`src/hdl/mac_pkg.sv`:
```
// package: register codes, control field layout and constants of the multiply-accumulate unit
package mac_pkg;

	// ---------------------------------------------------------------
	// register addressing
	// ---------------------------------------------------------------
	// compact code: low hex digit is the module, upper digits the index
	localparam int         MAC_MOD_W    = 4;
	localparam int         MAC_IDX_W    = 5;
	localparam int         MAC_ADDR_W   = MAC_MOD_W + MAC_IDX_W;
	localparam logic [3:0] MAC_MODULE   = 4'h2;
	localparam logic [4:0] MAC_IDX_CTRL = 5'h00;
	localparam logic [4:0] MAC_IDX_OPA  = 5'h01;
	localparam logic [4:0] MAC_IDX_OPB  = 5'h02;
	localparam logic [4:0] MAC_IDX_RLO  = 5'h04;
	localparam logic [4:0] MAC_IDX_RHI  = 5'h05;
	localparam logic [4:0] MAC_IDX_CLO  = 5'h0B;
	localparam logic [4:0] MAC_IDX_CHI  = 5'h0C;

	// ---------------------------------------------------------------
	// multiplier_control field layout
	// ---------------------------------------------------------------
	localparam int MAC_SET_W     = 5;  // settings in bits 4:0
	localparam int MAC_BIT_CLEAR = 5;  // write 1 clears the unit, reads 0
	localparam int MAC_BIT_OVF   = 6;  // overflow flag, read only

	localparam int         MAC_DATA_W   = 32;
	localparam int         MAC_ACC_W    = 64;
	localparam logic [4:0] MAC_CTRL_RST = 5'h00;
	localparam logic [31:0] MAC_WORD_RST = 32'h0000_0000;
	localparam logic [63:0] MAC_ACC_RST  = 64'h0000_0000_0000_0000;

	// settings carried as one packed group, msb first
	typedef struct packed {
		logic square;   // bit 4: written value used as both factors
		logic single;   // bit 3: any operand write starts an operation
		logic negate;   // bit 2: subtract product when accumulating
		logic acc_en;   // bit 1: accumulate instead of replace
		logic sgn;      // bit 0: two's complement operands
	} mac_ctrl_t;

endpackage : mac_pkg

```
`src/hdl/mac_unit.sv`:
```
// module: 32 x 32 multiply-accumulate unit on the core register port
// What this block does
// - a 32x32 product is formed and, when accumulating, added into the 64-bit accumulator in one cycle.
// - after an operation starts the unit takes the next one two cycles later.
// - two operand registers and two result pairs, each pair a 64-bit value in low and high words.
// - a control bit selects unsigned or two's complement operands.
// - a control bit selects replace-with-product or add-product-to-accumulator.
// - with negate and accumulate both set the product is subtracted from the accumulator.
// - a control bit selects start on both operands loaded or on any single operand write.
// - in square mode any operand write starts an operation squaring the written value.
// - the clear control zeroes operands, results, accumulator and all flags.
// - results read back the cycle after the last operand write and feed a new accumulate one cycle on.
// - two-operand operations can never overrun the unit.
// - each register is addressed by index in the upper digits and module in the low hex digit.
`timescale 1ns/1ps
module mac_unit (
	input  wire logic        ref_clk,    // core clock, 250 MHz
	input  wire logic        arst_n,     // async reset, active low
	input  wire logic [8:0]  reg_addr,   // compact register code
	input  wire logic        reg_wr,     // write strobe
	input  wire logic        reg_rd,     // read strobe
	input  wire logic [31:0] reg_wdata,  // write data
	output logic      [31:0] reg_rdata,  // read data, one cycle after strobe
	output logic             overflow    // overrun flag (also in control)
);

	// ---------------------------------------------------------------
	// address decode
	// ---------------------------------------------------------------
	// code = {index, module}
	wire logic sel_ctrl = reg_addr == {mac_pkg::MAC_IDX_CTRL, mac_pkg::MAC_MODULE};
	wire logic sel_opa  = reg_addr == {mac_pkg::MAC_IDX_OPA, mac_pkg::MAC_MODULE};
	wire logic sel_opb  = reg_addr == {mac_pkg::MAC_IDX_OPB, mac_pkg::MAC_MODULE};
	wire logic sel_rlo  = reg_addr == {mac_pkg::MAC_IDX_RLO, mac_pkg::MAC_MODULE};
	wire logic sel_rhi  = reg_addr == {mac_pkg::MAC_IDX_RHI, mac_pkg::MAC_MODULE};
	wire logic sel_clo  = reg_addr == {mac_pkg::MAC_IDX_CLO, mac_pkg::MAC_MODULE};
	wire logic sel_chi  = reg_addr == {mac_pkg::MAC_IDX_CHI, mac_pkg::MAC_MODULE};
	wire logic sel_any  = sel_ctrl | sel_opa | sel_opb | sel_rlo | sel_rhi | sel_clo | sel_chi;

	wire logic wr_ctrl  = reg_wr & sel_ctrl;
	wire logic wr_a     = reg_wr & sel_opa;
	wire logic wr_b     = reg_wr & sel_opb;
	wire logic clr_req  = wr_ctrl & reg_wdata[mac_pkg::MAC_BIT_CLEAR];

	// ---------------------------------------------------------------
	// state
	// ---------------------------------------------------------------
	mac_pkg::mac_ctrl_t ctrl;      // settings
	logic [31:0]        opa;       // operand_one
	logic [31:0]        opb;       // operand_two
	logic [63:0]        acc;       // result pair / accumulator
	logic [63:0]        prod_cp;   // copy pair: last signed-adjusted product
	logic               busy;      // accumulator not yet reusable
	logic               loaded_a;  // operand_one written since last start
	logic               loaded_b;  // operand_two written since last start

	// ---------------------------------------------------------------
	// trigger selection
	// ---------------------------------------------------------------
	// square and single-operand modes start on any operand write
	wire logic any_wr   = wr_a | wr_b;
	wire logic trig_one = (ctrl.single | ctrl.square) & any_wr;
	wire logic trig_two = ~(ctrl.single | ctrl.square) &
	                      ((wr_a & loaded_b) | (wr_b & loaded_a));
	wire logic trig     = trig_one | trig_two;
	// a trigger while busy is dropped and flagged; the second write of a
	// two-operand pair always lands past the busy cycle
	wire logic start    = trig & ~busy;
	wire logic overrun  = trig & busy;

	// ---------------------------------------------------------------
	// datapath
	// ---------------------------------------------------------------
	// factors take the value being written so the result is ready next cycle
	wire logic [31:0] next_opa = wr_a ? reg_wdata : opa;
	wire logic [31:0] next_opb = wr_b ? reg_wdata : opb;
	wire logic [31:0] fac_a    = ctrl.square ? reg_wdata : next_opa;
	wire logic [31:0] fac_b    = ctrl.square ? reg_wdata : next_opb;

	// 33-bit extension gives one multiplier for both signednesses
	wire logic signed [32:0] ext_a  = {ctrl.sgn & fac_a[31], fac_a};
	wire logic signed [32:0] ext_b  = {ctrl.sgn & fac_b[31], fac_b};
	wire logic signed [65:0] prod66 = ext_a * ext_b;
	wire logic [63:0]        prod   = prod66[63:0];

	wire logic [63:0] addend   = ctrl.negate ? (~prod + 64'h0000_0000_0000_0001) : prod;
	wire logic [63:0] next_acc = ctrl.acc_en ? (acc + addend) : prod;

	// ---------------------------------------------------------------
	// control register
	// ---------------------------------------------------------------
	// settings written with the clear bit are kept; clear zeroes the data
	always_ff @(posedge ref_clk or negedge arst_n) begin
		if (!arst_n) begin
			ctrl <= mac_pkg::mac_ctrl_t'(mac_pkg::MAC_CTRL_RST);
		end else if (wr_ctrl) begin
			ctrl <= mac_pkg::mac_ctrl_t'(reg_wdata[mac_pkg::MAC_SET_W-1:0]);
		end
	end

	// ---------------------------------------------------------------
	// operands and load flags
	// ---------------------------------------------------------------
	always_ff @(posedge ref_clk or negedge arst_n) begin
		if (!arst_n) begin
			opa      <= mac_pkg::MAC_WORD_RST;
			opb      <= mac_pkg::MAC_WORD_RST;
			loaded_a <= 1'b0;
			loaded_b <= 1'b0;
		end else if (clr_req) begin
			opa      <= mac_pkg::MAC_WORD_RST;
			opb      <= mac_pkg::MAC_WORD_RST;
			loaded_a <= 1'b0;
			loaded_b <= 1'b0;
		end else begin
			opa      <= next_opa;
			opb      <= next_opb;
			loaded_a <= ~start & (loaded_a | wr_a);
			loaded_b <= ~start & (loaded_b | wr_b);
		end
	end

	// ---------------------------------------------------------------
	// results, busy and overflow
	// ---------------------------------------------------------------
	// busy lasts one cycle: accumulator feeds a new op two cycles after start
	always_ff @(posedge ref_clk or negedge arst_n) begin
		if (!arst_n) begin
			acc      <= mac_pkg::MAC_ACC_RST;
			prod_cp  <= mac_pkg::MAC_ACC_RST;
			busy     <= 1'b0;
			overflow <= 1'b0;
		end else if (clr_req) begin
			acc      <= mac_pkg::MAC_ACC_RST;
			prod_cp  <= mac_pkg::MAC_ACC_RST;
			busy     <= 1'b0;
			overflow <= 1'b0;
		end else begin
			busy     <= start;
			overflow <= overflow | overrun;
			if (start) begin
				acc     <= next_acc;
				prod_cp <= prod;
			end
		end
	end

	// ---------------------------------------------------------------
	// read path
	// ---------------------------------------------------------------
	// unmapped codes read zero; registered so the output comes from a flop
	wire logic [31:0] ctrl_word = {25'h0000000, overflow, 1'b0, ctrl};
	wire logic [31:0] rd_mux    = sel_ctrl ? ctrl_word    :
	                              sel_opa  ? opa          :
	                              sel_opb  ? opb          :
	                              sel_rlo  ? acc[31:0]    :
	                              sel_rhi  ? acc[63:32]   :
	                              sel_clo  ? prod_cp[31:0]:
	                              sel_chi  ? prod_cp[63:32] : mac_pkg::MAC_WORD_RST;

	always_ff @(posedge ref_clk or negedge arst_n) begin
		if (!arst_n) begin
			reg_rdata <= mac_pkg::MAC_WORD_RST;
		end else if (reg_rd) begin
			reg_rdata <= rd_mux;
		end
	end

	// ---------------------------------------------------------------
	// assertions
	// ---------------------------------------------------------------
	property p_mul_only;
		@(posedge ref_clk) disable iff (!arst_n)
		(start && !ctrl.acc_en && !ctrl.sgn && !ctrl.square && !clr_req) |=>
			acc == ({32'h0, $past(next_opa)} * {32'h0, $past(next_opb)});
	endproperty
	a_mul_only: assert property (p_mul_only) else $error("product wrong");

	property p_ready;
		@(posedge ref_clk) disable iff (!arst_n)
		start |=> busy ##1 !busy;
	endproperty
	a_ready: assert property (p_ready) else $error("ready spacing wrong");

	property p_square;
		@(posedge ref_clk) disable iff (!arst_n)
		(start && ctrl.square && !ctrl.sgn) |=>
			prod_cp == ({32'h0, $past(reg_wdata)} * {32'h0, $past(reg_wdata)});
	endproperty
	a_square: assert property (p_square) else $error("square wrong");

	property p_clear;
		@(posedge ref_clk) disable iff (!arst_n)
		clr_req |=> (acc == 64'h0 && opa == 32'h0 && opb == 32'h0 && !overflow && !busy);
	endproperty
	a_clear: assert property (p_clear) else $error("clear incomplete");

	property p_overrun;
		@(posedge ref_clk) disable iff (!arst_n)
		(start ##1 trig) |=> overflow && $stable(acc);
	endproperty
	a_overrun: assert property (p_overrun) else $error("overrun not flagged");

	property p_sticky;
		@(posedge ref_clk) disable iff (!arst_n)
		(overflow && !clr_req) |=> overflow;
	endproperty
	a_sticky: assert property (p_sticky) else $error("overflow dropped");

	property p_two_op;
		@(posedge ref_clk) disable iff (!arst_n)
		(!ctrl.single && !ctrl.square && reg_wr && !clr_req) |=> overflow == $past(overflow);
	endproperty
	a_two_op: assert property (p_two_op) else $error("two-operand overrun");

	property p_readback;
		@(posedge ref_clk) disable iff (!arst_n)
		(start ##1 (reg_rd && sel_rlo)) |=> reg_rdata == $past(next_acc[31:0], 2);
	endproperty
	a_readback: assert property (p_readback) else $error("result not readable");

	property p_negate;
		@(posedge ref_clk) disable iff (!arst_n)
		(start && ctrl.acc_en && ctrl.negate && !clr_req) |=> acc + prod_cp == $past(acc);
	endproperty
	a_negate: assert property (p_negate) else $error("negate wrong");

	// ---------------------------------------------------------------
	// assertions on results, starts, the overflow flag and the read port
	// ---------------------------------------------------------------
	// accumulate without negate adds the raw product onto the old sum
	property p_acc_sum;
		@(posedge ref_clk) disable iff (!arst_n)
		(start && ctrl.acc_en && !ctrl.negate) |=> acc == $past(acc) + prod_cp;
	endproperty
	a_acc_sum: assert property (p_acc_sum) else $error("accumulate wrong");

	// multiply-only leaves the product itself in the result pair
	property p_replace;
		@(posedge ref_clk) disable iff (!arst_n)
		(start && !ctrl.acc_en) |=> acc == prod_cp;
	endproperty
	a_replace: assert property (p_replace) else $error("replace wrong");

	// signed mode: full 64-bit two's complement product
	property p_signed;
		@(posedge ref_clk) disable iff (!arst_n)
		(start && ctrl.sgn && !ctrl.square) |=>
			$signed(prod_cp) == ($signed($past(next_opa)) * $signed($past(next_opb)));
	endproperty
	a_signed: assert property (p_signed) else $error("signed product wrong");

	// results only move on a start or a clear, so a dropped op leaves them
	property p_hold;
		@(posedge ref_clk) disable iff (!arst_n)
		(!start && !clr_req) |=> $stable(acc) && $stable(prod_cp);
	endproperty
	a_hold: assert property (p_hold) else $error("result moved");

	// two-operand mode: a lone operand_one write never starts
	property p_two_wait;
		@(posedge ref_clk) disable iff (!arst_n)
		(!ctrl.single && !ctrl.square && wr_a && !loaded_b) |-> !start;
	endproperty
	a_two_wait: assert property (p_two_wait) else $error("early start");

	// single-operand mode: any operand write while idle starts at once
	property p_single;
		@(posedge ref_clk) disable iff (!arst_n)
		(ctrl.single && any_wr && !busy) |-> start;
	endproperty
	a_single: assert property (p_single) else $error("single start missed");

	// read data holds between reads; software may poll it late
	property p_rd_hold;
		@(posedge ref_clk) disable iff (!arst_n)
		!reg_rd |=> $stable(reg_rdata);
	endproperty
	a_rd_hold: assert property (p_rd_hold) else $error("read data moved");

	// control reads show the flag and never the clear bit
	property p_ctrl_read;
		@(posedge ref_clk) disable iff (!arst_n)
		(reg_rd && sel_ctrl) |=> !reg_rdata[mac_pkg::MAC_BIT_CLEAR] &&
			reg_rdata[mac_pkg::MAC_BIT_OVF] == $past(overflow);
	endproperty
	a_ctrl_read: assert property (p_ctrl_read) else $error("control read wrong");

	// codes outside this module read zero
	property p_unmapped;
		@(posedge ref_clk) disable iff (!arst_n)
		(reg_rd && !sel_any) |=> reg_rdata == 32'h0000_0000;
	endproperty
	a_unmapped: assert property (p_unmapped) else $error("unmapped read nonzero");

	// the flag only rises on a trigger
	property p_ovf_rise;
		@(posedge ref_clk) disable iff (!arst_n)
		(!overflow && !trig) |=> !overflow;
	endproperty
	a_ovf_rise: assert property (p_ovf_rise) else $error("spurious overflow");

endmodule : mac_unit

```
`config.mk`:
```
export PLATFORM = sky130hd
export DESIGN_NAME = mac_unit
export DESIGN_NICKNAME = d
export VERILOG_FILES = /design/src/hdl/mac_pkg.sv /design/src/hdl/mac_unit.sv
export SDC_FILE = /design/constraint.sdc
export NUM_CORES = 2
export LEC_CHECK = 0
export BUFFER_PORTS_ARGS = -buffer_cell sky130_fd_sc_hd__buf_4
export CAP_MARGIN = 10
export CORE_ASPECT_RATIO = 2
export CORE_MARGIN = 2
export CORE_UTILIZATION = 30
export CTS_BUF_LIST = sky130_fd_sc_hd__clkbuf_4
export DETAILED_ROUTE_END_ITERATION = 12
export GPL_ROUTABILITY_DRIVEN = 0
export SLEW_MARGIN = 20
export SYNTH_ARGS = -nofsm -noshare
export SYNTH_HDL_FRONTEND = slang
export SYNTH_SLANG_ARGS = --single-unit
export TNS_END_PERCENT = 20
```
`constraint.sdc`:
```
create_clock -name ref_clk -period 24.6 [get_ports ref_clk]
set_input_delay 2.46 -clock ref_clk [delete_from_list [all_inputs] [get_ports ref_clk]]
set_output_delay 2.46 -clock ref_clk [all_outputs]
set_load 0.005 [all_outputs]
```
==> impl_results.md <==
- Status: finished with violations
- Failing checks: DRC
- Initial antenna violation count: 21
- Sequential area share after synthesis: 10.7%
- Post-synth top area share: 41.5%
- Clock latency on the worst-skew pair: 0.89 ns
- Yosys cell types: 87
- Dpl hpwl: 187 mm
- Routed WL: 244 mm
- Critical path launch point type: input port
- Post-synth EDFFs: 0
- Fill count: 18667
- Most frequent CP cell: fa_1
- Cts bufs inserted: 54
- First-pass GRT wire length: 349 mm
- Fin crit share: 70.8%
- Slowest stage delay, CP: 0.86 ns
- CP max stage cell: xor2_2
- Final Setup Violations: 0
- Max Slew Vio Count: 0
- Number of global-route vias before repair: 51164
- Number of port buffers: 77
- Nets@finish: 7621
- Combinational group share of total power: 31.5%
- Root buf cell: clkbuf_4
- Drt drc: 2
- Post-Syn Area per Cell: 8.70 um^2
- Area grow syn2layout: 8.11%
- Postcts setup bufs: 0
- Core Area: 180000 um^2
- Internal power: 0.652 mW
- WS Path Type: in -> reg
- Synth top area cells: fa_1, dfrtp_1, inv_1
- Met3 Use GR: 6.64%
- Critical Path RT: 25.28 ns
- HP Class: reg -> reg
- Post-synthesis cell area: 54300 um^2
- DP Area: 57800 um^2
- Wirelength per Cell: 28.5 um
- Slew headroom: 11.9%
- Overall routing resource usage: 26.5%
- I/O Pins: 78
- Worst VDD drop: 0.0000325 V
- H-tree levels: 2
- Clock group share of total power: 33.4%
- Die height: 605 um
- RSZ-0062 raised after global routing: no
- Via density: 5.58
- Final ANT Viol Nets: 0
- Initial core utilization: 30.2%
- Die W: 305 um
- Pwr Total: 1.12 mW
- Hold buffers post-CTS: 0
- Peak Freq: 57.4 MHz
- Setup Skew: 0.0950 ns
- Register bit total from synthesis: 233
- Grt met1 use: 24.3%
- Row cnt: 220
- Post-synthesis cell count: 6240
- Leakage: 27.2 nW
- Seq pwr share: 35.1%
- Min cycle time layout: 17.42 ns
- Clk buf depth: 3
- Post-synth ARST share: 100%
- Initial DRC Count: 5336
- 1st-pass router iterations: 13
- Number of max-cap violations: 0
- Sink Count: 233
- Largest net degree at the start of global routing: 163
- Post-place setup slack: 6.96 ns
- Final WS setup: 7.18 ns
- Setup Total Neg Slack: 0 ns
- Crit-path max FO: 35
- DIE AREA: 184000 um^2
- CTS tree: done
- Overflow after GRT: 0
- WP data arrival: 18.10 ns
- Final-report hold violation count: 0
- Worst Setup End Kind: register
- Most common cell in the synthesized netlist: inv_1
- Critical Path Source: reg_addr[3]
- Clk slew on worst S/H paths: 0.09 ns
- Sw Pwr: 0.468 mW
- Post-Syn Nets: 7688
- Top cells by count, synth: inv_1, fa_1, nand2_1
- Net Sw Frac: 41.8%
- Layout cell share with drive strength beyond 1: 7.35%
- Synth Flop Type: dfrtp_1
- Resize count post-CTS: 0
- Post-Layout Inst Area: 58700 um^2
- Least-Margin Pin Slew: 1.32 ns
- Met2 GRT Util: 46.8%
- Pwr Density: 19.1 nW/um^2
- Peak-usage layer in the global routing report: met2
- Yosys Warn Count: 0
- Vias: 47806
- Dominant cell type by area after synthesis: fa_1
- RR Startpoint: ctrl[4]$_DFFE_PN0P_
- Hold path start: loaded_a$_DFF_PN0_
==> power by group through the flow <==
stage	clock [mW]	sequential (mW)	combinational, mW
global placement	0	0.400	0.329
detailed placement	0	0.400	0.332
floorplan	0	0.397	0.178
CTS	0.376	0.393	0.333
global route	0.386	0.394	0.366
finish	0.374	0.393	0.352
==> final cells by class <==
type | count | area (um^2) | area share [%]
inverters | 1158 | 4350 | 7.41
repair buffers | 201 | 1540 | 2.62
well taps | 2331 | 2920 | 4.97
clock inverters | 34 | 249 | 0.424
flip-flops and latches | 233 | 5830 | 9.95
clock buffers | 67 | 503 | 0.857
multi-input cells | 4525 | 43200 | 73.7
diodes | 11 | 27.5 | 0.0469
==> metrics by stage <==
step | hold WS [ns] | utilization (%) | std cells
floorplan | 0.449 | - | 6240
global placement | 0.482 | 32.1 | 8446
detailed placement | 0.485 | 32.1 | 8447
CTS | 0.502 | 32.6 | 8548
global route | 0.524 | 32.6 | 8550
finish | 0.500 | 32.6 | 8560
==> worst paths after layout <==
| kind | slack (ns) | to | cells past startpoint |
|---|---|---|---|
| worst max register to register | 8.73 | acc[63]$_DFFE_PN0P_ | 46 |
| worst min-delay path | 0.50 | loaded_a$_DFF_PN0_ | 1 |
| min in group asynchronous | 1.58 | acc[58]$_DFFE_PN0P_ | 1 |
| max in group asynchronous | 21.46 | ctrl[1]$_DFFE_PN0P_ | 2 |
| worst max-delay path | 7.18 | acc[63]$_DFFE_PN0P_ | 47 |
| worst min register to register | 0.50 | loaded_a$_DFF_PN0_ | 1 |
==> kinds of logic after synthesis <==
group                      synth area share, %
buffers and inverters                     10.3
muxes                                     3.03
adders and majority gates                 47.9
xor gates and xnor gates                  2.95
AOI/OAI and AO/OA                         10.2
DFF                                       10.7
and+or+nand+nor                           14.8
==> metal layers <==
layer,vias to the layer above,wire (um)
met5,-,167
met4,24,32900
met3,1376,22600
met2,3102,120000
met1,23953,68200
li1,19351,-
==> worst max-delay path, delay by kind of cell <==
family,cells,cell delay (ns)
AND/OR/NAND/NOR,11,3.01
adder cells (fa/ha/maj),10,4.79
buffers and inverters,8,1.38
multiplexers,1,0.80
AO/OA/AOI/OAI,12,4.00
XOR/XNOR,5,1.52
==> flip-flops by register name (all words and copies together), names as in the netlist <==
name	flops
overflow	1
prod_cp	64
acc	64
busy	1
loaded_a	1
ctrl	5
loaded_b	1
reg_rdata	32
opb	32
opa	32
==> cell usage in the layout, fill, tap and decap left out, drive strengths merged, types with 12 or more instances in the layout <==
| master | n |
|---|---|
| a211oi | 14 |
| a21o | 84 |
| a21oi | 241 |
| a221oi | 32 |
| a222oi | 32 |
| a31o | 14 |
| a31oi | 26 |
| and2 | 33 |
| and3 | 18 |
| buf | 201 |
| clkbuf | 67 |
| clkinv | 32 |
| dfrtp | 233 |
| fa | 1126 |
| ha | 277 |
| inv | 1156 |
| mux2 | 74 |
| mux2i | 81 |
| nand2 | 1008 |
| nand2b | 27 |
| nand3 | 163 |
| nand4 | 28 |
| nor2 | 513 |
| nor2b | 12 |
| nor3 | 37 |
| o2111ai | 26 |
| o211ai | 16 |
| o21a | 29 |
| o21ai | 249 |
| o21bai | 21 |
| o31ai | 14 |
| or3 | 17 |
| xnor2 | 114 |
| xor2 | 69 |
Note: power is estimated with default switching activity, not from simulation.
